$ cat src/core/cosip_map.vh
// Purpose: Addresses, field positions and reset values of the object status block
// Assumes: 8-bit special function register bus, byte addresses as printed
// Notes:   Definitions only
`ifndef COSIP_MAP_VH
`define COSIP_MAP_VH
`define COSIP_ADDR_BAUD_PRESCALE     8'hB4
`define COSIP_ADDR_PENDING_HIGH      8'hBA
`define COSIP_ADDR_PENDING_LOW       8'hBB
`define COSIP_ADDR_ENABLE_HIGH       8'hC2
`define COSIP_ADDR_ENABLE_LOW        8'hC3
`define COSIP_ADDR_ACTIVE_HIGH       8'hCE
`define COSIP_ADDR_ACTIVE_LOW        8'hCF
`define COSIP_OBJ_COUNT              15
`define COSIP_LOW_OBJS               8
`define COSIP_PRESCALER_LSB          1
`define COSIP_PRESCALER_MSB          6
`define COSIP_PRESCALER_W            6
`define COSIP_PRESCALE_RESET         8'h00
`define COSIP_REG_RESET              8'h00
`define COSIP_CFG_DISABLE            2'h0
`endif

$ cat src/core/cosip_core.v
// Purpose: Message object active, pending and enable bookkeeping plus quantum prescaler
// Assumes: Single clock, synchronous register port, object engine reports events as pulses
// Notes:   Reserved bits read as zero; prescaler reset chosen as zero
//
// Behaviour
// Active bits: objects 14..8 in high register 6-0, objects 7..0 in low 7-0.
// Active bit 0 means object free; 1 means object enabled.
// Object completion clears its active bit; a configuration rewrite sets it by mode; no direct writes.
// Pending bit reads 1 until software clears the underlying interrupt condition.
// High pending register bit n is object n+8.
// Low pending register bit n is object n.
// One writable interrupt enable per object, split over two registers.
// High enable register bit n enables object n+8.
// Low enable register bit n enables object n.
// Quantum period is prescaler value plus one clocks, prescaler in bits 6-1.
// Software never writes ones to reserved bits; they read undefined. This core reads them as zero.
// Software touches the prescaler only while the controller is switched off.
// Summary flag mirrors every forwarded controller interrupt, usable for polling.
// Software rewrites the configuration field to make an object active again.
// Pending status reaches the summary only when its enable is set.
// Writes to active and pending registers are ignored.
`include "cosip_map.vh"
module cosip_core #(
	parameter OBJS = `COSIP_OBJ_COUNT
) (
	input  wire            i_sys_clk,
	input  wire            i_resetn,
	input  wire [7:0]      i_sfr_addr,
	input  wire [7:0]      i_sfr_wdata,
	input  wire            i_sfr_wr,
	input  wire            i_sfr_rd,
	input  wire            i_cfg_wr,
	input  wire [3:0]      i_cfg_obj,
	input  wire [1:0]      i_cfg_mode,
	input  wire [OBJS-1:0] i_obj_done,
	input  wire [OBJS-1:0] i_irq_set,
	input  wire [OBJS-1:0] i_irq_clr,
	input  wire            i_controller_on,
	input  wire            i_other_irq,
	output reg  [7:0]      o_sfr_rdata,
	output reg             o_summary_irq_flag,
	output reg             o_quantum_tick,
	output reg  [5:0]      o_quantum_prescaler
);

	reg  [OBJS-1:0] obj_active_r;
	reg  [OBJS-1:0] obj_irq_pending_r;
	reg  [OBJS-1:0] obj_irq_enable_r;
	reg  [5:0]      quantum_cnt_r;
	reg  [7:0]      rdata_nxt;
	wire [15:0]     act_w;
	wire [15:0]     pend_w;
	wire [15:0]     ien_w;

	// Zero-pad to sixteen; reserved bit 7 of high registers reads 0 from the read mux
	assign act_w  = {{(16-OBJS){1'b0}}, obj_active_r};
	assign pend_w = {{(16-OBJS){1'b0}}, obj_irq_pending_r};
	assign ien_w  = {{(16-OBJS){1'b0}}, obj_irq_enable_r};

	// Per-object state; configuration rewrite wins over a done event
	genvar g;
	generate
		for (g = 0; g < OBJS; g = g + 1) begin : g_obj
			// Object index at the select width, so the compare needs no padding
			localparam [3:0] OBJ_IDX = g;
			wire cfg_hit = i_cfg_wr && (i_cfg_obj == OBJ_IDX);
			always @(posedge i_sys_clk or negedge i_resetn) begin
				if (!i_resetn) begin
					obj_active_r[g]      <= 1'b0;
					obj_irq_pending_r[g] <= 1'b0;
				end else begin
					if (cfg_hit)
						obj_active_r[g] <= (i_cfg_mode != `COSIP_CFG_DISABLE);
					else if (i_obj_done[g])
						obj_active_r[g] <= 1'b0;
					// Set beats clear so a fresh event is never lost
					if (i_irq_set[g])
						obj_irq_pending_r[g] <= 1'b1;
					else if (i_irq_clr[g])
						obj_irq_pending_r[g] <= 1'b0;
				end
			end
		end
	endgenerate

	// Writable registers; active and pending addresses take no write
	always @(posedge i_sys_clk or negedge i_resetn) begin
		if (!i_resetn) begin
			obj_irq_enable_r    <= {OBJS{1'b0}};
			o_quantum_prescaler <= 6'h0;
		end else if (i_sfr_wr) begin
			case (i_sfr_addr)
			`COSIP_ADDR_ENABLE_HIGH: begin
				obj_irq_enable_r[OBJS-1:8] <= i_sfr_wdata[OBJS-9:0];
			end
			`COSIP_ADDR_ENABLE_LOW: begin
				obj_irq_enable_r[7:0] <= i_sfr_wdata;
			end
			`COSIP_ADDR_BAUD_PRESCALE: begin
				// Not guarded by controller_on: software keeps that discipline
				o_quantum_prescaler <= i_sfr_wdata[6:1];
			end
			default: begin
				obj_irq_enable_r <= obj_irq_enable_r;
			end
			endcase
		end
	end

	// Read mux, unmapped addresses read zero
	always @* begin
		case (i_sfr_addr)
		`COSIP_ADDR_ACTIVE_HIGH:   rdata_nxt = {1'b0, act_w[14:8]};
		`COSIP_ADDR_ACTIVE_LOW:    rdata_nxt = act_w[7:0];
		`COSIP_ADDR_PENDING_HIGH:  rdata_nxt = {1'b0, pend_w[14:8]};
		`COSIP_ADDR_PENDING_LOW:   rdata_nxt = pend_w[7:0];
		`COSIP_ADDR_ENABLE_HIGH:   rdata_nxt = {1'b0, ien_w[14:8]};
		`COSIP_ADDR_ENABLE_LOW:    rdata_nxt = ien_w[7:0];
		`COSIP_ADDR_BAUD_PRESCALE: rdata_nxt = {1'b0, o_quantum_prescaler, 1'b0};
		default:                   rdata_nxt = 8'h00;
		endcase
	end

	// Registered read data, summary flag and quantum divider
	always @(posedge i_sys_clk or negedge i_resetn) begin
		if (!i_resetn) begin
			o_sfr_rdata        <= `COSIP_REG_RESET;
			o_summary_irq_flag <= 1'b0;
			quantum_cnt_r      <= 6'h0;
			o_quantum_tick     <= 1'b0;
		end else begin
			if (i_sfr_rd)
				o_sfr_rdata <= rdata_nxt;
			o_summary_irq_flag <= (|(obj_irq_pending_r & obj_irq_enable_r)) | i_other_irq;
			// Divider held in reset while controller is off, so rewrites start clean
			if (!i_controller_on || quantum_cnt_r == o_quantum_prescaler) begin
				quantum_cnt_r  <= 6'h0;
				o_quantum_tick <= i_controller_on;
			end else begin
				quantum_cnt_r  <= quantum_cnt_r + 6'h1;
				o_quantum_tick <= 1'b0;
			end
		end
	end

endmodule

$ cat config.mk
export PLATFORM = sky130hd
export DESIGN_NAME = cosip_core
export DESIGN_NICKNAME = d
export VERILOG_FILES = /design/src/core/cosip_core.v
export VERILOG_INCLUDE_DIRS = /design/src /design/src/core
export SDC_FILE = /design/constraint.sdc
export NUM_CORES = 1
export LEC_CHECK = 0
export BUFFER_PORTS_ARGS = -buffer_cell sky130_fd_sc_hd__buf_2
export CORE_AREA = 2 2 62 107
export CTS_CLUSTER_DIAMETER = 60
export CTS_CLUSTER_SIZE = 16
export DETAILED_ROUTE_END_ITERATION = 7
export DIE_AREA = 0 0 64 109
export PLACE_DENSITY = 0.91
export SKIP_LAST_GASP = 1
export SLEW_MARGIN = 20
export SYNTH_ARGS = -nofsm -noshare
export SYNTH_HDL_FRONTEND = slang
export SYNTH_SLANG_ARGS = --single-unit
$ cat constraint.sdc
create_clock -name i_sys_clk -period 4.2 [get_ports i_sys_clk]
set_input_delay 0.21 -clock i_sys_clk [delete_from_list [all_inputs] [get_ports i_sys_clk]]
set_output_delay 0.21 -clock i_sys_clk [all_outputs]
set_load 0.1 [all_outputs]
==> flow_metrics.env <==
export IMPL_synthArstFlopShare=1.00
export IMPL_drt_pass1_iter_count=5
export IMPL_synth_ff_type="dfrtp_1"
export IMPL_cpMaxStageDelayCell="o31ai_1"
export IMPL_grt_usage=0.270
export IMPL_cts_buffer_depth=2
export IMPL_path_clk_slew_ps=70
export IMPL_slew_headroom=0.440
export IMPL_cts_buffers=9
export IMPL_setup_violations=0
export IMPL_antenna_found_initial=0
export IMPL_start_kind="flop"
export IMPL_fin_crit_ps=1600
export IMPL_num_rows=38
export IMPL_regToRegEndpoint="quantum_cnt_r[3]"
export IMPL_critPathTopFamily="compound AO/OA/AOI/OAI gates"
export IMPL_io_buffers=89
export IMPL_post_cts_repair_setup_buffers=0
export IMPL_die_area_mm2=0.00698
export IMPL_end_kind="flop"
export IMPL_finalCritPeriodShare=0.380
export IMPL_path_buf_inv=0
export IMPL_finalHoldViolCount=0
export IMPL_synth_top_cell_area_share=0.495
export IMPL_power_density_mw_per_mm2=363
export IMPL_rsz0062_at_grt="no"
export IMPL_tns_ps=0
export IMPL_hold_path_class="primary input to flop"
export IMPL_num_nets_final=480
export IMPL_maxSlewViolCount=0
export IMPL_vias=2912
export IMPL_first_global_vias=2902
export IMPL_pin_count=90
export IMPL_grt_pass1_wl_um=13800
export IMPL_drc=0
export IMPL_placed_area_mm2=0.00388
export IMPL_wl_um=8800
export IMPL_tightest_slew_ps=836
export IMPL_critical_path_arrival_ps=1810
export IMPL_r2r_slack_ps=2600
export IMPL_initial_core_util=0.552
export IMPL_route_detailed_wl_per_inst_um=18.0
export IMPL_clkLatencyLatePin_ps=350
export IMPL_nFillCells=452
export IMPL_fin_worst_skew_ps=12.0
export IMPL_drt_iter0_drc=216
export IMPL_synth_seq_area_share=0.495
export IMPL_grt_overflow=0
export IMPL_outcome="complete, no violations"
export IMPL_die_w_um=64
export IMPL_synth_commonest_cells="dfrtp_1, mux2_2, o21ai_0, nor2_1, inv_1"
export IMPL_gp_congestion=0.863
export IMPL_h_tree_depth=3
export IMPL_final_area_mm2=0.00407
export IMPL_syn_to_final_growth_pct=20.3
export IMPL_path_depth=4
export IMPL_r2r_start="o_quantum_prescaler[1]"
export IMPL_cp_max_fo=6
export IMPL_crit_type="flop to flop"
export IMPL_syn_cell_area_mm2=0.00339
export IMPL_synth_nets=389
export IMPL_viasPerCell=5.96
export IMPL_syn_inst=314
export IMPL_ys_warn_count=0
export IMPL_yosysMostFrequentCell="dfrtp_1"
export IMPL_dpl_hpwl_um=6530
export IMPL_critPathLaunch="o_quantum_prescaler[1]"
export IMPL_timing_critical_path_to="quantum_cnt_r[3]"
export IMPL_synth_largest_area_cell="dfrtp_1"
export IMPL_antenna_left=0
export IMPL_drv_cap=0
export IMPL_power_mw=1.48
export IMPL_p_leak_nw=1.98
export IMPL_max_stage_delay_ps=640
export IMPL_max_freq_ghz=0.626
export IMPL_yosysUniqueCellTypes=48
export IMPL_synth_edf_count=0
export IMPL_grt_max_degree=55
export IMPL_cts_root_buf="clkbuf_8"
export IMPL_clock_sinks=67
export IMPL_crit_chain="xnor2_1 > nand2_1 > o31ai_1 > nor2_1"
export IMPL_ir_drop_v=0.000234
export IMPL_synth_avg_cell_area_um2=10.8
export IMPL_fin_ws_ps=2600
export IMPL_tritoncts="yes"
export IMPL_synth_seq_cells=67
export IMPL_rr_worst_depth=4
export IMPL_required_ps=4410
export IMPL_drive_gt1_frac=0.320
export IMPL_num_antenna_cells=0
export IMPL_fp_dieH_um=109
export IMPL_coreArea_mm2=0.00613
export IMPL_synth_area_leaders="dfrtp_1, mux2_2, mux2i_1"
export IMPL_dpl_worst_slack_ps=2420
==> layer usage <==
layer | up-vias | track usage | wire length [um]
li1 | 1337 | - | -
met1 | 1381 | 0.275 | 2990
met2 | 154 | 0.467 | 4630
met3 | 40 | 0.0588 | 618
met4 | 0 | 0.220 | 558
met5 | - | 0 | 0
==> report_power, final <==
| group | total (mW) | switching [mW] | internal, mW |
|---|---|---|---|
| registers | 0.713 | 0.0310 | 0.682 |
| clock network | 0.501 | 0.229 | 0.272 |
| logic | 0.264 | 0.182 | 0.0820 |
| total | 1.48 | 0.442 | 1.04 |
==> final cells by class <==
cell class | count | area [um^2] | area share
sequential | 67 | 1680 | 0.412
multi-input combinational | 218 | 1590 | 0.390
timing repair buffer | 91 | 463 | 0.114
clock buffer | 13 | 139 | 0.0341
tap | 80 | 100 | 0.0246
inverter | 18 | 67.6 | 0.0166
clock inverter | 2 | 37.5 | 0.00922
==> registers in the layout (all words and copies together) (netlist names) <==
signal / cells
o_sfr_rdata: 8
act_w: 15
o_quantum_prescaler: 6
o_summary_irq_flag: 1
quantum_cnt_r: 6
o_quantum_tick: 1
obj_irq_pending_r: 15
obj_irq_enable_r: 15
==> per-stage QoR <==
stage	hold WS [ps]	instances	utilization
floorplan	-85.6	314	-
global placement	109	473	0.633
detailed placement	118	473	0.633
CTS	19.1	489	0.664
global route	23.6	489	0.664
finish	28.0	489	0.664
==> worst min path at each step <==
stage                        startpoint                    end  slack [ps]  cells past startpoint
after floorplan                i_resetn               act_w[0]         -90                      0
after global placement         i_resetn               act_w[2]         110                      1
after detailed placement       i_resetn               act_w[2]         120                      1
after CTS                 i_irq_clr[11]  obj_irq_pending_r[11]          20                      2
after global routing      i_irq_set[14]  obj_irq_pending_r[14]          20                      2
final                     i_irq_clr[11]  obj_irq_pending_r[11]          30                      2
==> cell usage in the layout, fill, tap and decap left out, types with 2 or more instances in the layout <==
| cell | synthesis | routed |
|---|---|---|
| inv_1 | 18 | 18 |
| o21ai_0 | 20 | 20 |
| nor2_1 | 19 | 19 |
| nor3b_1 | 5 | 5 |
| dfrtp_1 | 67 | 67 |
| xnor2_1 | 8 | 8 |
| mux2i_1 | 11 | 11 |
| a22oi_1 | 5 | 5 |
| nor4_1 | 3 | 3 |
| buf_2 | 4 | 89 |
| a31oi_1 | 7 | 7 |
| mux2_2 | 22 | 22 |
| or4bb_1 | 2 | 2 |
| nand2_1 | 15 | 15 |
| nor3_1 | 8 | 8 |
| clkbuf_8 | 0 | 9 |
| xor2_1 | 2 | 2 |
| a21oi_1 | 5 | 5 |
| nand3_1 | 5 | 5 |
| nand4_1 | 3 | 3 |
| nand4b_2 | 2 | 2 |
| a221oi_1 | 6 | 6 |
| nand3b_1 | 5 | 5 |
| clkbuf_1 | 4 | 4 |
| o31ai_1 | 14 | 14 |
| nand2b_1 | 4 | 4 |
| nor2b_1 | 14 | 14 |
| a21o_1 | 14 | 14 |
==> what timing repair did <==
item / in CTS / in global routing
hold endpoints to repair: 13 / 0
resized for setup: 0 / 0
hold buffers: 1 / 0
==> kinds of logic (layout without fill, tap and decap cells) <==
group	Yosys count	count (layout)	synth area share
AO/OA/AOI/OAI	77	77	0.152
XOR/XNOR	10	10	0.0259
adder cells (fa/ha/maj)	1	1	0.00369
buffers and inverters	29	124	0.0358
flip-flops	67	67	0.495
multiplexers	33	33	0.106
AND/OR/NAND/NOR	97	97	0.181
Note: power is estimated with default switching activity, not from simulation.
